`config.mk`:
```
export PLATFORM = sky130hd
export DESIGN_NAME = cddp_top
export DESIGN_NICKNAME = d
export VERILOG_FILES = /design/src/cddp_pkg.sv /design/src/cddp_top.sv
export SDC_FILE = /design/constraint.sdc
export NUM_CORES = 1
export LEC_CHECK = 0
export ABC_CLOCK_PERIOD_IN_PS = 4600
export BUFFER_PORTS_ARGS = -buffer_cell sky130_fd_sc_hd__clkbuf_2
export CAP_MARGIN = 20
export CORE_MARGIN = 3
export CORE_UTILIZATION = 54
export CTS_CLUSTER_DIAMETER = 80
export DETAILED_ROUTE_END_ITERATION = 8
export PLACE_DENSITY = 0.77
export SYNTH_ARGS = -nofsm -noshare
export SYNTH_HDL_FRONTEND = slang
export SYNTH_SLANG_ARGS = --single-unit
```
`constraint.sdc`:
```
create_clock -name clk -period 4.6 [get_ports clk]
set_input_delay 0.23 -clock clk [delete_from_list [all_inputs] [get_ports clk]]
set_output_delay 0.23 -clock clk [all_outputs]
set_load 0.005 [all_outputs]
```
`src/cddp_pkg.sv`:
```
// Constants, field layouts and types for the channel divider duty and phase block
// Functional notes
// - Duty correction is on after reset; each channel can disable it alone.
// - Correction with matching counts forces the divider output to 50% duty.
// - Uncorrected divider output is high for (N+1) of (N+M+2) input cycles.
// - Bypassed channel after odd VCO divider 3/5 gives 33.3%/40%, or 50% corrected from a 50% input.
// - With X% input, corrected VCO divider 3/5 gives (1+X)/3 or (2+X)/5.
// - Odd VCO 3/5 with odd corrected channel gives (3N+4+X)/(6N+9), (5N+7+X)/(10N+15).
// - VCO divider 1, odd corrected channel, X% input gives (N+1+X)/(2N+3).
// - VCO divider and channel both bypassed: output follows input duty exactly.
// - Direct-to-output routing passes the selected source clock unchanged.
// - Phase setting delays the output rising edge by whole input rising edges.
// - Phase code is start_high times 16 plus the four phase_offset bits.
// - Code up to 15 delays code cycles; 16 and up delays code-16+M+1.
// - A new phase setting takes effect only after an alignment operation.
// - Phase byte: start_high bit 4, offset 3:0; count byte: low 7:4, high 3:0.
// - Each channel keeps its own phase offset, independent of the others.
// - Divider gives M+1 low and N+1 high input cycles; bypass divides by one.
// - Correction disable is bit 0 of the per-channel control byte.
package cddp_pkg;
    localparam int NUM_CH = 4;
    localparam int IDX_W = 10;
    // Register indices; byte address is four times the index
    localparam logic [9:0] IDX_DIV0_CYCLE_COUNTS = 10'h190;
    localparam logic [9:0] IDX_DIV0_PHASE_SETTING = 10'h191;
    localparam logic [9:0] IDX_DIV0_CONTROL = 10'h192;
    localparam logic [9:0] IDX_DIV1_CYCLE_COUNTS = 10'h193;
    localparam logic [9:0] IDX_DIV1_PHASE_SETTING = 10'h194;
    localparam logic [9:0] IDX_DIV1_CONTROL = 10'h195;
    localparam logic [9:0] IDX_DIV2_CYCLE_COUNTS = 10'h196;
    localparam logic [9:0] IDX_DIV2_PHASE_SETTING = 10'h197;
    localparam logic [9:0] IDX_DIV2_CONTROL = 10'h198;
    localparam logic [9:0] IDX_DIV3_CYCLE_COUNTS = 10'h199;
    localparam logic [9:0] IDX_DIV3_PHASE_SETTING = 10'h19A;
    localparam logic [9:0] IDX_DIV3_CONTROL = 10'h19B;
    localparam logic [9:0] IDX_CH_STRIDE = 10'h003;
    localparam logic [9:0] IDX_DIST_CFG = 10'h1E0;
    localparam logic [9:0] IDX_SYNC_CTRL = 10'h230;
    localparam logic [9:0] IDX_STATUS = 10'h231;
    // Field positions
    localparam int CNT_LOW_MSB = 7;
    localparam int CNT_LOW_LSB = 4;
    localparam int CNT_HIGH_MSB = 3;
    localparam int CNT_HIGH_LSB = 0;
    localparam int PH_BYPASS_BIT = 7;
    localparam int PH_START_HIGH_BIT = 4;
    localparam int PH_OFFSET_MSB = 3;
    localparam int PH_OFFSET_LSB = 0;
    localparam int CTL_DCC_DIS_BIT = 0;
    localparam int CTL_DIRECT_BIT = 1;
    localparam int DIST_VDIV_MSB = 2;
    localparam int DIST_VDIV_LSB = 0;
    localparam int DIST_VBYP_BIT = 3;
    localparam int SYNC_SOFT_BIT = 0;
    // Reset values
    localparam logic [7:0] RST_COUNTS = 8'h00;
    localparam logic [7:0] RST_PHASE = 8'h00;
    localparam logic [7:0] RST_CTRL = 8'h00;
    localparam logic [7:0] RST_DIST = 8'h02;
    localparam logic [7:0] RST_SYNC = 8'h00;
    localparam logic [1:0] CTL_MASK = 2'h3;
    localparam logic [2:0] VDIV_MIN = 3'h1;
    localparam logic [2:0] VDIV_MAX = 3'h6;
    localparam logic [4:0] PHI_CASE2_MIN = 5'h10;

    typedef struct packed {
        logic bypass;
        logic start_high;
        logic [3:0] phase_offset;
        logic [3:0] low_cnt;
        logic [3:0] high_cnt;
        logic dcc_dis;
        logic direct;
    } cddp_cfg_s;

    typedef enum logic [1:0] {
        ST_SYNC = 2'b00,
        ST_WAIT = 2'b01,
        ST_HIGH = 2'b10,
        ST_LOW = 2'b11
    } cddp_st_e;
endpackage

```
`src/cddp_top.sv`:
```
// Channel dividers with duty correction, coarse phase delay and APB registers
`timescale 1ns/1ps

module cddp_chan
    import cddp_pkg::*;
(
    input wire logic clk,
    input wire logic rst_sync_b,
    input wire cddp_cfg_s cfg,
    input wire logic sync_hold,
    input wire logic src_lvl,
    input wire logic vco_raw,
    input wire logic vco_ext,
    input wire logic vco_bypass,
    output logic clk_out,
    output logic running
);
    cddp_st_e st_q;
    cddp_st_e st_d;
    logic [3:0] cnt_q;
    logic [3:0] cnt_d;
    logic [4:0] dly_q;
    logic [4:0] dly_d;
    logic [4:0] ph_q;
    logic ci_q;
    logic out_q;
    logic out_d;

    wire logic dcc_on = ~cfg.dcc_dis;
    // Correction also stretches the high time of the VCO stage feeding this channel
    wire logic ci = vco_bypass ? src_lvl : (dcc_on ? vco_ext : vco_raw);
    wire logic ci_rise = ci & ~ci_q;
    // Odd split only corrected when low is one above high
    wire logic odd_ok = dcc_on & ({1'b0, cfg.low_cnt} == ({1'b0, cfg.high_cnt} + 5'h01));
    wire logic [4:0] phi = {cfg.start_high, cfg.phase_offset};
    wire logic [4:0] delay_c2 = ph_q - PHI_CASE2_MIN + {1'b0, cfg.low_cnt} + 5'h01;
    wire logic [4:0] delay = (ph_q >= PHI_CASE2_MIN) ? delay_c2 : ph_q;

    always_comb begin
        st_d = st_q;
        cnt_d = cnt_q;
        dly_d = dly_q;
        case (st_q)
            ST_SYNC: begin
                st_d = ST_WAIT;
                dly_d = delay;
            end
            ST_WAIT: begin
                if (ci_rise) begin
                    if (dly_q == 5'h00) begin
                        st_d = ST_HIGH;
                        cnt_d = 4'h0;
                    end else begin
                        dly_d = dly_q - 5'h01;
                    end
                end
            end
            ST_HIGH: begin
                if (ci_rise) begin
                    if (cnt_q == cfg.high_cnt) begin
                        st_d = ST_LOW;
                        cnt_d = 4'h0;
                    end else begin
                        cnt_d = cnt_q + 4'h1;
                    end
                end
            end
            ST_LOW: begin
                if (ci_rise) begin
                    if (cnt_q == cfg.low_cnt) begin
                        st_d = ST_HIGH;
                        cnt_d = 4'h0;
                    end else begin
                        cnt_d = cnt_q + 4'h1;
                    end
                end
            end
            default: begin
                st_d = ST_SYNC;
            end
        endcase
        if (sync_hold) begin
            st_d = ST_SYNC;
            cnt_d = 4'h0;
        end
    end

    // Odd correction stretches high into the first low cycle until the input falls
    wire logic stretch = odd_ok & (st_d == ST_LOW) & (cnt_d == 4'h0) & ci;
    wire logic div_lvl = (st_d == ST_HIGH) | stretch;

    always_comb begin
        if (cfg.direct) begin
            out_d = src_lvl;
        end else if (st_d == ST_SYNC) begin
            out_d = cfg.start_high;
        end else if (cfg.bypass) begin
            out_d = ci;
        end else if (st_d == ST_WAIT) begin
            out_d = 1'b0;
        end else begin
            out_d = div_lvl;
        end
    end

    always_ff @(posedge clk or negedge rst_sync_b) begin
        if (!rst_sync_b) begin
            st_q <= ST_WAIT;
            cnt_q <= 4'h0;
            dly_q <= 5'h00;
            ph_q <= 5'h00;
            ci_q <= 1'b0;
            out_q <= 1'b0;
        end else begin
            st_q <= st_d;
            cnt_q <= cnt_d;
            dly_q <= dly_d;
            ci_q <= ci;
            out_q <= out_d;
            // Phase is shadowed only while alignment is held
            if (sync_hold) begin
                ph_q <= phi;
            end
        end
    end

    assign clk_out = out_q;
    assign running = (st_q == ST_HIGH) | (st_q == ST_LOW);
endmodule

////////////////////////////////////////////////////////////////////////////////

module cddp_top
    import cddp_pkg::*;
(
    input wire logic clk,
    input wire logic rst_b,
    input wire logic psel,
    input wire logic penable,
    input wire logic pwrite,
    input wire logic [31:0] paddr,
    input wire logic [31:0] pwdata,
    input wire logic [3:0] pstrb,
    output logic [31:0] prdata,
    output logic pready,
    output logic pslverr,
    input wire logic src_clk,
    output logic [NUM_CH-1:0] ch_clk_out
);
    logic [1:0] rst_ff_q;
    logic [2:0] src_ff_q;
    logic src_lvl_q;
    logic src_prev_q;
    logic [2:0] vcnt_q;
    logic [7:0] cnt_reg_q [NUM_CH];
    logic [7:0] ph_reg_q [NUM_CH];
    logic [1:0] ctl_reg_q [NUM_CH];
    logic [7:0] dist_q;
    logic [7:0] sync_q;
    logic [31:0] prdata_q;
    logic err_q;
    logic [NUM_CH-1:0] run;
    logic [NUM_CH-1:0] hit_cnt;
    logic [NUM_CH-1:0] hit_ph;
    logic [NUM_CH-1:0] hit_ctl;
    logic [7:0] rd_ch;

    wire logic rst_sync_b = rst_ff_q[1];

    always_ff @(posedge clk or negedge rst_b) begin
        if (!rst_b) begin
            rst_ff_q <= 2'h0;
        end else begin
            rst_ff_q <= {rst_ff_q[0], 1'b1};
        end
    end

    ////////////////////////////////////////////////////////////////////////////
    // Source clock sampling; a level counts once the last two stages agree

    always_ff @(posedge clk or negedge rst_sync_b) begin
        if (!rst_sync_b) begin
            src_ff_q <= 3'h0;
            src_lvl_q <= 1'b0;
            src_prev_q <= 1'b0;
        end else begin
            src_ff_q <= {src_ff_q[1:0], src_clk};
            src_prev_q <= src_lvl_q;
            if (src_ff_q[1] == src_ff_q[2]) begin
                src_lvl_q <= src_ff_q[2];
            end
        end
    end

    ////////////////////////////////////////////////////////////////////////////
    // VCO divider stage, shared by all channels

    wire logic sync_hold = sync_q[SYNC_SOFT_BIT];
    wire logic vco_bypass = dist_q[DIST_VBYP_BIT];
    wire logic [2:0] vdiv_raw = dist_q[DIST_VDIV_MSB:DIST_VDIV_LSB];
    wire logic [2:0] vdiv_lo = (vdiv_raw < VDIV_MIN) ? VDIV_MIN : vdiv_raw;
    wire logic [2:0] vdiv = (vdiv_lo > VDIV_MAX) ? VDIV_MAX : vdiv_lo;
    wire logic [2:0] vhalf = {1'b0, vdiv[2:1]};
    wire logic src_rise = src_lvl_q & ~src_prev_q;
    wire logic [2:0] vcnt_inc = (vcnt_q == (vdiv - 3'h1)) ? 3'h0 : (vcnt_q + 3'h1);
    wire logic [2:0] vcnt_nx = sync_hold ? 3'h0 : (src_rise ? vcnt_inc : vcnt_q);
    wire logic vdiv_one = (vdiv == VDIV_MIN);
    // Divide by one has no half count, so the source passes through
    wire logic vco_raw = vdiv_one ? src_lvl_q : (vcnt_nx < vhalf);
    // Odd ratio stretch keeps the input's high time into the middle cycle
    wire logic vco_ext = vco_raw | (vdiv[0] & ~vdiv_one & (vcnt_nx == vhalf) & src_lvl_q);

    always_ff @(posedge clk or negedge rst_sync_b) begin
        if (!rst_sync_b) begin
            vcnt_q <= 3'h0;
        end else begin
            vcnt_q <= vcnt_nx;
        end
    end

    ////////////////////////////////////////////////////////////////////////////
    // APB decode; pready is constant so every access completes in one cycle

    wire logic [9:0] idx = paddr[11:2];
    wire logic aligned = (paddr[1:0] == 2'h0) & (paddr[31:12] == 20'h00000);
    wire logic hit_dist = idx == IDX_DIST_CFG;
    wire logic hit_sync = idx == IDX_SYNC_CTRL;
    wire logic hit_stat = idx == IDX_STATUS;
    wire logic mapped = aligned & ((|hit_cnt) | (|hit_ph) | (|hit_ctl) | hit_dist | hit_sync
                                   | hit_stat);
    wire logic wr_en = psel & penable & pwrite & pstrb[0] & mapped;
    wire logic setup = psel & ~penable;

    genvar k;
    generate
        for (k = 0; k < NUM_CH; k++) begin : g_ch
            localparam logic [9:0] OFS = IDX_CH_STRIDE * 10'(k);
            cddp_cfg_s cfg;
            assign hit_cnt[k] = idx == (IDX_DIV0_CYCLE_COUNTS + OFS);
            assign hit_ph[k] = idx == (IDX_DIV0_PHASE_SETTING + OFS);
            assign hit_ctl[k] = idx == (IDX_DIV0_CONTROL + OFS);

            always_ff @(posedge clk or negedge rst_sync_b) begin
                if (!rst_sync_b) begin
                    cnt_reg_q[k] <= RST_COUNTS;
                    ph_reg_q[k] <= RST_PHASE;
                    ctl_reg_q[k] <= RST_CTRL[1:0];
                end else begin
                    if (wr_en & hit_cnt[k]) begin
                        cnt_reg_q[k] <= pwdata[7:0];
                    end
                    if (wr_en & hit_ph[k]) begin
                        ph_reg_q[k] <= pwdata[7:0];
                    end
                    if (wr_en & hit_ctl[k]) begin
                        ctl_reg_q[k] <= pwdata[1:0] & CTL_MASK;
                    end
                end
            end

            assign cfg.low_cnt = cnt_reg_q[k][CNT_LOW_MSB:CNT_LOW_LSB];
            assign cfg.high_cnt = cnt_reg_q[k][CNT_HIGH_MSB:CNT_HIGH_LSB];
            assign cfg.bypass = ph_reg_q[k][PH_BYPASS_BIT];
            assign cfg.start_high = ph_reg_q[k][PH_START_HIGH_BIT];
            assign cfg.phase_offset = ph_reg_q[k][PH_OFFSET_MSB:PH_OFFSET_LSB];
            assign cfg.dcc_dis = ctl_reg_q[k][CTL_DCC_DIS_BIT];
            assign cfg.direct = ctl_reg_q[k][CTL_DIRECT_BIT];

            cddp_chan u_chan (
                .clk(clk),
                .rst_sync_b(rst_sync_b),
                .cfg(cfg),
                .sync_hold(sync_hold),
                .src_lvl(src_lvl_q),
                .vco_raw(vco_raw),
                .vco_ext(vco_ext),
                .vco_bypass(vco_bypass),
                .clk_out(ch_clk_out[k]),
                .running(run[k])
            );
        end
    endgenerate

    always_ff @(posedge clk or negedge rst_sync_b) begin
        if (!rst_sync_b) begin
            dist_q <= RST_DIST;
            sync_q <= RST_SYNC;
        end else begin
            if (wr_en & hit_dist) begin
                dist_q <= {4'h0, pwdata[3:0]};
            end
            if (wr_en & hit_sync) begin
                sync_q <= {7'h00, pwdata[SYNC_SOFT_BIT]};
            end
        end
    end

    always_comb begin
        rd_ch = 8'h00;
        for (int i = 0; i < NUM_CH; i++) begin
            if (hit_cnt[i]) begin
                rd_ch = rd_ch | cnt_reg_q[i];
            end
            if (hit_ph[i]) begin
                rd_ch = rd_ch | ph_reg_q[i];
            end
            if (hit_ctl[i]) begin
                rd_ch = rd_ch | {6'h00, ctl_reg_q[i]};
            end
        end
    end

    wire logic [7:0] status = {run, ch_clk_out};
    wire logic [7:0] rd_byte = rd_ch | (hit_dist ? dist_q : 8'h00) | (hit_sync ? sync_q : 8'h00)
                             | (hit_stat ? status : 8'h00);

    // Read data captured in setup so it is stable through the access cycle
    always_ff @(posedge clk or negedge rst_sync_b) begin
        if (!rst_sync_b) begin
            prdata_q <= 32'h00000000;
            err_q <= 1'b0;
        end else if (setup) begin
            prdata_q <= (mapped & ~pwrite) ? {24'h000000, rd_byte} : 32'h00000000;
            err_q <= ~mapped;
        end
    end

    assign prdata = prdata_q;
    assign pready = 1'b1;
    assign pslverr = psel & penable & err_q;
endmodule

```
# After elaboration in Yosys (flattened, before gate mapping)
# Index checks and enable logic that the tools add are counted.
classes:
  add_sub_neg: 26
  multipliers: 0
  div: 0
  n_lt_le_gt_ge: 7
  n_eq_ne: 63
  shifts: 0
  mux: 126
  n_bitwise: 88
  reduce_logical: 29
ops:
  columns: ["op", "count"]
  rows:
  - ["$eq A10 B9 Y1 const B", 13]
  - ["$mux W4", 29]
  - ["$mux W8", 14]
  - ["$or A8 B8 Y8", 8]
  - ["$mux W5", 12]
  - ["$mux W2", 28]
  - ["$pmux W4 S3", 4]
  - ["$and A1 B1 Y1", 47]
  - ["$pmux W5 S2", 4]
  - ["$eq A2 B2 Y1 const B", 16]
  - ["$eq A4 B4 Y1", 8]
  - ["$or A8 B2 Y8", 4]
  - ["$pmux W2 S4", 4]
  - ["$mux W1", 26]
  - ["$add A4 B1 Y5 const B", 4]
  - ["$add A5 B1 Y5 const B", 4]
  - ["$add A5 B4 Y5", 4]
  - ["$eq A10 B10 Y1 const B", 2]
  - ["$eq A4 B5 Y1", 4]
  - ["$ge A5 B5 Y1 const B", 4]
  - ["$logic_not A20 Y1", 1]
  - ["$logic_not A5 Y1", 4]
  - ["$sub A5 B1 Y5 const B", 4]
  - ["$sub A5 B5 Y5 const B", 4]
  - ["other kinds (23)", 87]
totals:
  reg_bits: 192
  latchBits: 0
  ram_bits: 0
  mem_bits_ro: 0
  input_bits: 74
  output_inout_bits: 38
  wordCells: 384
  memories: 0

# Logic depth before layout (Yosys ltp)
# Gate-level depths: netlist of run 1.
logic_depth:
  word_depth: 28
  ltp_mapped: 19

# Hierarchy
# A second synthesis of run 1 with hierarchy kept.
unflattened:
  cells_unflattened: 1069
  area_unflattened_um2: 10805.4
modules_own_cells:
  columns: ["mod", "n_inst", "cells_each", "area_per_inst_um2"]
  rows:
  - ["cddp_chan", 4, 159, 1421.4]
  - ["cddp_top", 1, 433, 5119.9]

# Worst setup path after synthesis of run 1
# OpenSTA, ideal clock, no wires.
synth_timing:
  path_type: "register -> register"
  startpoint: "register dist_q[1]"
  endpoint: "register g_ch[3].u_chan.out_q"
  setup_time_ns: 0.076
  arrival_time_ns: 3.579
  required_ns: 4.524
  slack_ns: 0.945
  stages_incl_launch_ff: 18
  path_buffers: 1
  period_less_slack_ns: 3.655
  path_cell_list: "dfstp_2 > buf_6 > nor2_1 > o21ai_0 > ha_1 > xor2_1 > nand3_1 > nor2_2 > or3_1 > ha_1 > and3_1 > nand3_1 > o21a_1 > a211oi_4 > a21oi_2 > a32o_1 > o41a_1 > o21ai_1"
synth_between:
  elab_cells_between_ends: 44
synth_rtl:
  columns: ["item", "line", "source"]
  rows:
  - ["start, declared", "cddp_top.sv:158", "logic [7:0] dist_q;"]
  - ["start signal, assigned", "cddp_top.sv:290", "dist_q <= {4'h0, pwdata[3:0]};"]
  - ["$lt A3 B1 Y1", "cddp_top.sv:201", "wire logic [2:0] vdiv_lo = (vdiv_raw < VDIV_MIN) ? VDIV_MIN : vdiv_raw;"]
  - ["$mux W3 (*)", "cddp_top.sv:201", null]
  - ["$gt A3 B3 Y1", "cddp_top.sv:202", "wire logic [2:0] vdiv = (vdiv_lo > VDIV_MAX) ? VDIV_MAX : vdiv_lo;"]
  - ["$mux W3 (*)", "cddp_top.sv:202", null]
  - ["branches (longest 9 deep; another with $sub A3 B1 Y3)", null, null]
  - ["$mux W1 (*) (2 in a row)", "cddp_top.sv:31", "wire logic ci = vco_bypass ? src_lvl : (dcc_on ? vco_ext : vco_raw);"]
  - ["$and A1 B1 Y1 (*)", "cddp_top.sv:32", "wire logic ci_rise = ci & ~ci_q;"]
  - ["$mux W4 (on tied branches)", "cddp_top.sv:69, cddp_top.sv:49, cddp_top.sv:59", null]
  - ["(+2 left out)", null, null]
  - ["net g_ch[3].u_chan.cnt_d[1]", "cddp_top.sv:21", "logic [3:0] cnt_d;"]
  - ["$logic_not A4 Y1 (*)", "cddp_top.sv:89", "wire logic stretch = odd_ok & (st_d == ST_LOW) & (cnt_d == 4'h0) & ci;"]
  - ["$and A1 B1 Y1 (*) (2 in a row)", "cddp_top.sv:89", null]
  - ["$or A1 B1 Y1 (*)", "cddp_top.sv:90", "wire logic div_lvl = (st_d == ST_HIGH) | stretch;"]
  - ["$mux W1 (*)", "cddp_top.sv:99", "end else if (st_d == ST_WAIT) begin"]
  - ["$mux W1 (*)", "cddp_top.sv:97", "end else if (cfg.bypass) begin"]
  - ["$mux W1 (*)", "cddp_top.sv:95", "end else if (st_d == ST_SYNC) begin"]
  - ["$mux W1 (*)", "cddp_top.sv:93", "if (cfg.direct) begin"]
  - ["net g_ch[3].u_chan.out_d", "cddp_top.sv:27", "logic out_d;"]
  - ["end signal, assigned", "cddp_top.sv:119", "out_q <= out_d;"]
  - ["end, declared", "cddp_top.sv:26", "logic out_q;"]
# Mark *: on every way through the listed nets, which the timed path passes.
# A chain may end at the register's enable or synchronous reset.

# Final worst setup path of run 1
layout_timing:
  startpoint: "register dist_q[1]"
  endpoint: "register g_ch[0].u_chan.out_q"
layout_between:
  elab_chain_len: 28
  elab_cells_between_ends: 44
layout_lines:
  columns: ["item", "line"]
  rows:
  - ["$lt A3 B1 Y1", "cddp_top.sv:201"]
  - ["$mux W3 (*)", "cddp_top.sv:201"]
  - ["$gt A3 B3 Y1", "cddp_top.sv:202"]
  - ["$mux W3 (*)", "cddp_top.sv:202"]
  - ["branches (longest 9 deep; another with $sub A3 B1 Y3)", null]
  - ["$mux W1 (*) (2 in a row)", "cddp_top.sv:31"]
  - ["$and A1 B1 Y1", "cddp_top.sv:32"]
  - ["$mux W2 (on tied branches)", "cddp_top.sv:69, cddp_top.sv:49, cddp_top.sv:59"]
  - ["(+2 left out)", null]
  - ["$eq A2 B2 Y1", "cddp_top.sv:89"]
  - ["$and A1 B1 Y1 (3 in a row)", "cddp_top.sv:89"]
  - ["$or A1 B1 Y1", "cddp_top.sv:90"]
  - ["$mux W1", "cddp_top.sv:99"]
  - ["$mux W1", "cddp_top.sv:97"]
  - ["$mux W1 (*)", "cddp_top.sv:95"]
  - ["$mux W1 (*)", "cddp_top.sv:93"]
  - ["net g_ch[0].u_chan.out_d", "cddp_top.sv:27"]
  - ["end signal, assigned", "cddp_top.sv:119"]
  - ["end, declared", "cddp_top.sv:26"]
# Marks and branches as above.

==> impl_metrics.tcl, run 1 <==
set metrics [dict create \
    multi_input_area_um2 5450 \
    worst_r2r_startpoint "dist_q[1]$_DFFE_PN1P_" \
    crit_path_max_fanout 10 \
    post_cts.repair.setup_buffers 0 \
    report.power.total_uw 4690 \
    reg2regPathDepth 16 \
    syn_avg_cell_area_um2 10.1 \
    antenna_cells_inserted 0 \
    min_period_ns 4.10 \
    number_of_antenna_violations_at_the_first_check_in_global_routing 0 \
    placed_area_um2 10500 \
    synth_cell_type_count 74 \
    syn2layout_area_growth_pct 9.10 \
    rsz_0062_raised_after_global_routing "false" \
    drt-pass1-iter-count 8 \
    drt_iter0_markers 715 \
    htree_levels 4 \
    max-clock-path-buffers 2 \
    number_of_hold_repair_buffers_added_at_the_cts_stage 2 \
    ys.flop_type "sky130_fd_sc_hd__dfrtp_1" \
    grt_pass1_vias 7572 \
    design.core.area_um2 18200 \
    groute.usage.overall 0.257 \
    critPathKind "reg2reg" \
    ant_nets 0 \
    tightest_hold_margin_ns 0.0997 \
    endpoint_kind "register" \
    io-pin-count 112 \
    cts.reportedPaths.clkPinSlew_ns 0.07 \
    layout.cell_area.non_filler_um2 11000 \
    slew-limit-headroom 0.308 \
    postRouteWirelength_um 25500 \
    clock_sinks 168 \
    power.static_leakage_uw 0.00529 \
    r2r_end "g_ch[0].u_chan.clk_out$_DFF_PN0_" \
    synth.mux.area_fraction 0.121 \
    finalSetupViolCount 0 \
    rrSetupSlack_ns 0.50 \
    postSynth.asyncResetShare 1.00 \
    final_net_count 1156 \
    port_buffers 59 \
    post_synth_most_frequent_cells "sky130_fd_sc_hd__dfrtp_1 (163), sky130_fd_sc_hd__mux2_2 (102), sky130_fd_sc_hd__nand2_1 (82)" \
    detail_route.wl_per_cell_um 19.8 \
    initial_utilization 0.556 \
    finalHoldViolCount 0 \
    die_y_um 143 \
    worstPathArrival_ns 4.42 \
    synth_adder_area_share 0.0497 \
    run_status "complete, no violations" \
    fillers 1453 \
    area.sequential_um2 4220 \
    number_of_placement_rows 49 \
    worstPathRequired_ns 4.93 \
    die_width_um 143 \
    synthesis.area_um2 10100 \
    gp_congestion 0.929 \
    ys_top_cells_by_area "sky130_fd_sc_hd__dfrtp_1 (40%), sky130_fd_sc_hd__mux2_2 (11%), sky130_fd_sc_hd__ha_1 (4.1%), sky130_fd_sc_hd__xor2_1 (3.1%), sky130_fd_sc_hd__nand2_1 (3.0%)" \
    max-vdd-ir-drop_v 0.000348 \
    remaining_drc_errors 0 \
    global_route.overflow_total 0 \
    maxClockFrequency_ghz 0.244 \
    drv_slew 0 \
    synth_top_area_cell "sky130_fd_sc_hd__dfrtp_1" \
    avgViaCountPerCell 6.26 \
    min-delay-path-class "in2async" \
    dr_total_vias 8053 \
    number_of_cells_produced_by_synthesis 1007 \
    xor_xnor_cell_area_share_of_the_yosys_netlist 0.0576 \
    synth_compound_area_frac 0.162 \
    yosys.cell_count.top_type "sky130_fd_sc_hd__dfrtp_1" \
    dieArea_um2 20400 \
    fin_skew_ns 0.00783 \
    timing.final.crit_share 0.891 \
    grt_start_max_net_pins 60 \
    synth-edff-count 0 \
    layout.core_utilization 0.607 \
    yosys.area.top_type_share 0.403 \
    synth_top_family_by_area "compound AO/OA/AOI/OAI gates" \
    cts.root.buffer_cell "sky130_fd_sc_hd__clkbuf_16" \
    cts.repair.resized 0 \
    grt_pass1_wl_um 41200 \
    final.setup.tns_ns 0 \
    synthSimpleGateAreaFrac 0.138 \
    startpoint_type "register" \
    dpl.hpwl_um 18000 \
    worstMarginPinSlew_ns 1.02 \
    power.density_cell_area_nw_per_um2 425 \
    ys_warn_count 0 \
    tritoncts_clock_tree "done" \
    yosysSeqAreaShare 0.416 \
    clkLatencyLatePin_ns 0.44 \
    tritoncts.num_buffers 17 \
    maxCapViolations 0 \
    final_layout_size_suffix_gt1_frac 0.212 \
    register_bit_count_reported_by_yosys 168 \
]
## final cells by class
| type | count | area share |
|---|---|---|
| well taps | 229 | 0.0259 |
| repair buffers | 68 | 0.0333 |
| multi-input cells | 749 | 0.493 |
| flip-flops and latches | 168 | 0.382 |
| clock buffers | 22 | 0.0429 |
| inverters | 41 | 0.0139 |
| clock inverters | 10 | 0.00872 |
## layout by cell type, fill, tap and decap left out, types with 11 or more instances in the layout
cell type and count:
sky130_fd_sc_hd__conb_1 26, sky130_fd_sc_hd__xnor2_1 28, sky130_fd_sc_hd__o21ai_0 45, sky130_fd_sc_hd__nor3_1 19
sky130_fd_sc_hd__a21o_1 21, sky130_fd_sc_hd__clkbuf_2 59, sky130_fd_sc_hd__xor2_1 36, sky130_fd_sc_hd__inv_1 39
sky130_fd_sc_hd__nor4_1 15, sky130_fd_sc_hd__dfrtp_1 161, sky130_fd_sc_hd__or3_1 15, sky130_fd_sc_hd__o22a_1 11
sky130_fd_sc_hd__ha_1 33, sky130_fd_sc_hd__clkbuf_16 17, sky130_fd_sc_hd__mux2_2 102, sky130_fd_sc_hd__nand3_1 25
sky130_fd_sc_hd__a21oi_1 44, sky130_fd_sc_hd__nand2_1 82, sky130_fd_sc_hd__nor2_1 58
## report_power, final
part	total, uW	switching (uW)	internal [uW]
Clock	1390	596	789
Combinational	1290	706	588
Sequential	2010	324	1690
## worst max-delay path by stage
stage                                             endpoint                   from  slack (ns)  depth (start not counted)
after floorplan           g_ch[3].u_chan.clk_out$_DFF_PN0_  dist_q[1]$_DFFE_PN1P_        0.94                         17
after global placement    g_ch[2].u_chan.clk_out$_DFF_PN0_  dist_q[1]$_DFFE_PN1P_        0.58                         16
after detailed placement  g_ch[0].u_chan.clk_out$_DFF_PN0_  dist_q[1]$_DFFE_PN1P_        0.55                         16
after CTS                 g_ch[0].u_chan.clk_out$_DFF_PN0_  dist_q[1]$_DFFE_PN1P_        0.51                         16
after global routing      g_ch[0].u_chan.clk_out$_DFF_PN0_  dist_q[1]$_DFFE_PN1P_        0.17                         16
final                     g_ch[0].u_chan.clk_out$_DFF_PN0_  dist_q[1]$_DFFE_PN1P_        0.50                         16
## sequential cells by signal, indices dropped and copies added, names as in the netlist, 2 cells and up
| register | flops |
|---|---|
| cnt_reg_q | 32 |
| prdata | 8 |
| vcnt_q | 3 |
| g_ch.u_chan.dly_q | 20 |
| g_ch.u_chan.st_q | 8 |
| ctl_reg_q | 8 |
| g_ch.u_chan.cnt_q | 16 |
| rst_ff_q | 2 |
| src_ff_q | 3 |
| g_ch.u_chan.clk_out | 4 |
| g_ch.u_chan.ci_q | 4 |
| dist_q | 4 |
| g_ch.cfg | 24 |
| g_ch.u_chan.ph_q | 20 |
| ph_reg_q | 8 |
## cells by family after synthesis
family          count (synthesis)
xor+xnor                       65
other cells                     2
buf+inv                       114
mux                           110
flops                         168
compound gates                231
fa+ha+maj                      38
simple gates                  279
## critical path, stage by stage, from the launching register on
cell                      delay, ns
sky130_fd_sc_hd__dfstp_2       0.63
sky130_fd_sc_hd__nor2_1        0.11
sky130_fd_sc_hd__o21ai_0       0.18
sky130_fd_sc_hd__ha_1          0.26
sky130_fd_sc_hd__xor2_1        0.14
sky130_fd_sc_hd__nand3_1       0.12
sky130_fd_sc_hd__nor2_2        0.09
sky130_fd_sc_hd__or3_1         0.38
sky130_fd_sc_hd__ha_1          0.29
sky130_fd_sc_hd__and3_1        0.16
sky130_fd_sc_hd__nand3_1       0.15
sky130_fd_sc_hd__o21ai_0       0.23
sky130_fd_sc_hd__o21ai_2       0.19
sky130_fd_sc_hd__or3_1         0.46
sky130_fd_sc_hd__o21ai_0       0.19
sky130_fd_sc_hd__o31ai_1       0.11
sky130_fd_sc_hd__o41ai_1       0.32
## metrics by stage
| stage | setup WS (ns) | instances |
|---|---|---|
| CTS | 0.513 | 1287 |
| finish | 0.502 | 1287 |
| floorplan | 0.945 | 1031 |
| detailed placement | 0.551 | 1253 |
| global route | 0.171 | 1287 |
| global placement | 0.577 | 1253 |
## routing by layer
layer / wire length (um) / global-route usage / vias up / part of all wire
met4: 806 / 0.0910 / 0 / 0.032
li1: - / - / 3689 / -
met1: 10900 / 0.354 / 3966 / 0.43
met2: 11900 / 0.402 / 338 / 0.47
met3: 1810 / 0.0573 / 60 / 0.071
met5: 0 / 0 / - / 0
Power figures use the tool's default switching activity.
==> run 2: changes to the inputs <==
- ABC_CLOCK_PERIOD_IN_PS: 4600 -> not set
- clock period: 4.6 -> 3.55 ns (I/O delays scaled with it)
==> impl_metrics.tcl, run 2 (synthesis gave the netlist of run 1 again) <==
set metrics [dict create \
    crit_path_max_fanout 4 \
    power.internal_uw 4370 \
    report.power.total_uw 6690 \
    layout.cell_area.non_filler_um2 11700 \
    finalHoldViolCount 0 \
    slew-limit-headroom 0.409 \
    max-vdd-ir-drop_v 0.000339 \
    antenna_cells_inserted 0 \
    min_period_ns 3.70 \
    design.core.area_um2 18200 \
    clkLatencyLatePin_ns 0.43 \
    drt-pass1-iter-count 8 \
    rrSetupSlack_ns -0.15 \
    combinationalPowerShare 0.308 \
    groute.usage.overall 0.262 \
    tritoncts_clock_tree "done" \
    gp_congestion 0.950 \
    place_worst_setup_slack_ns -0.247 \
    power.net_switching_uw 2330 \
    tritoncts.num_buffers 17 \
    min-delay-path-class "in2async" \
    grt_start_max_net_pins 69 \
    largest_register_ffs 32 \
    sw_frac_of_total 0.348 \
    critPathKind "reg2reg" \
    number_of_antenna_violations_at_the_first_check_in_global_routing 0 \
    avgViaCountPerCell 6.25 \
    endpoint_kind "register" \
    timing.final.crit_share 1.04 \
    drt_iter0_markers 789 \
    grt_pass1_vias 7981 \
    remaining_drc_errors 0 \
    layout_common_cells "sky130_fd_sc_hd__dfrtp_1 (161), sky130_fd_sc_hd__mux2_2 (102), sky130_fd_sc_hd__nand2_1 (78)" \
    worstMarginPinSlew_ns 0.876 \
    postLayoutSetupSlackWorst_ns -0.153 \
    worstPathRequired_ns 3.91 \
    dr_total_vias 8289 \
    startpoint_type "register" \
    die_width_um 143 \
    detail_route.wl_per_cell_um 20.0 \
    final_net_count 1195 \
    initial_utilization 0.556 \
    tightest_hold_margin_ns 0.0591 \
    number_of_placement_rows 49 \
    layout.cells.most_common "sky130_fd_sc_hd__dfrtp_1" \
    drv_slew 0 \
    die_y_um 143 \
    finalSetupViolCount 9 \
    reg2regPathDepth 17 \
    cts.root.buffer_cell "sky130_fd_sc_hd__clkbuf_16" \
    postRouteWirelength_um 26500 \
    syn2layout_area_growth_pct 15.7 \
    power.density_cell_area_nw_per_um2 571 \
    maxCapViolations 0 \
    power.static_leakage_uw 0.00557 \
    cts.reportedPaths.clkPinSlew_ns 0.06 \
    maxClockFrequency_ghz 0.270 \
    dpl.hpwl_um 18000 \
    grt_pass1_wl_um 42000 \
    sequentialPowerShare 0.394 \
    violations "negative setup slack" \
    dieArea_um2 20400 \
    regMostFlops "cnt_reg_q" \
    clock_sinks 168 \
    htree_levels 4 \
    ant_nets 0 \
    worstPathArrival_ns 4.06 \
    max-clock-path-buffers 2 \
    port_buffers 59 \
    share_clk_of_total_power 0.298 \
    io-pin-count 112 \
    run_status "finished, violations left" \
    final_layout_size_suffix_gt1_frac 0.274 \
    placed_area_um2 10600 \
    global_route.overflow_total 0 \
    fin_skew_ns 0.00957 \
    rsz_0062_raised_after_global_routing "true" \
]
[run 2: cell count changes in the layout (fill, tap and decap cells not counted), sizes merged]
cell,change
buf,+38
clkbuf,-3
inv,+1
a21o,+1
bufinv,+3
clkinv,-1
[run 2: layout make-up]
class | count | area [um2]
multi-input cells | 750 | 5740
clock buffers | 19 | 443
flip-flops and latches | 168 | 4220
well taps | 229 | 287
fillers | 1371 | 6490
inverters | 41 | 154
repair buffers | 106 | 683
clock inverters | 13 | 194
[run 2: through the flow]
step	std cells	setup TNS (ns)	util
global route	1326	-4.10	0.643
CTS	1321	-0.456	0.629
detailed placement	1279	-3.22	0.585
finish	1326	-0.466	0.643
floorplan	1031	-0.00308	-
global placement	1279	-0.386	0.585
[run 2: critical path: stages, from the launching register on]
cell                       delay (ns)
sky130_fd_sc_hd__dfstp_2         0.59
sky130_fd_sc_hd__nor2_4          0.05
sky130_fd_sc_hd__o21ai_2         0.14
sky130_fd_sc_hd__ha_1            0.26
sky130_fd_sc_hd__xor2_1          0.15
sky130_fd_sc_hd__nand3_1         0.14
sky130_fd_sc_hd__or2_4           0.28
sky130_fd_sc_hd__nand2_4         0.08
sky130_fd_sc_hd__nor2_4          0.05
sky130_fd_sc_hd__ha_4            0.28
sky130_fd_sc_hd__and3_4          0.19
sky130_fd_sc_hd__nand3_4         0.10
sky130_fd_sc_hd__o21a_4          0.23
sky130_fd_sc_hd__a211oi_4        0.24
sky130_fd_sc_hd__a21oi_2         0.11
sky130_fd_sc_hd__a32o_2          0.25
sky130_fd_sc_hd__o41a_1          0.36
sky130_fd_sc_hd__o21ai_1         0.12
[run 2: power by group through the flow]
| stage | logic [uW] | registers [uW] | clock network (uW) |
|---|---|---|---|
| 3_5_place_dp | 1730 | 2640 | 0 |
| 3_3_place_gp | 1690 | 2630 | 0 |
| 5_1_grt | 2300 | 2680 | 2100 |
| 6_report | 2060 | 2640 | 1990 |
| 4_1_cts | 1820 | 2610 | 2020 |
| 2_1_floorplan | 1480 | 2430 | 0 |
[run 2: timing repair]
| action | CTS | global route |
|---|---|---|
| resized for setup | 23 | 45 |
| hold buffers | 2 | 0 |
| cloned | 0 | 1 |
| endpoints found under the hold margin | 3 | 0 |
| pin swaps | 19 | 22 |
| setup buffers | 8 | 6 |
| setup endpoints to repair | 33 | 38 |
[run 2: worst paths after layout]
check,startpoint,end
worst max register to register,dist_q[1]$_DFFE_PN1P_,g_ch[3].u_chan.clk_out$_DFF_PN0_
worst min register to register,src_ff_q[0]$_DFF_PN0_,src_ff_q[1]$_DFF_PN0_
worst min-delay path,rst_b,rst_ff_q[1]$_DFF_PN0_
min in group clk,pwdata[5],cnt_reg_q[5]$_DFFE_PN0P_
worst max-delay path,dist_q[1]$_DFFE_PN1P_,g_ch[3].u_chan.clk_out$_DFF_PN0_
max in group asynchronous,rst_ff_q[1]$_DFF_PN0_,g_ch[1].u_chan.st_q[0]$_DFF_PN1_
[run 2: metal layers]
metal | vias to the layer above | track usage | part of all wire
met4 | 0 | 0.102 | 0.033
met5 | - | 0 | 0
met1 | 4097 | 0.352 | 0.43
met2 | 337 | 0.418 | 0.48
li1 | 3787 | - | -
met3 | 68 | 0.0563 | 0.064
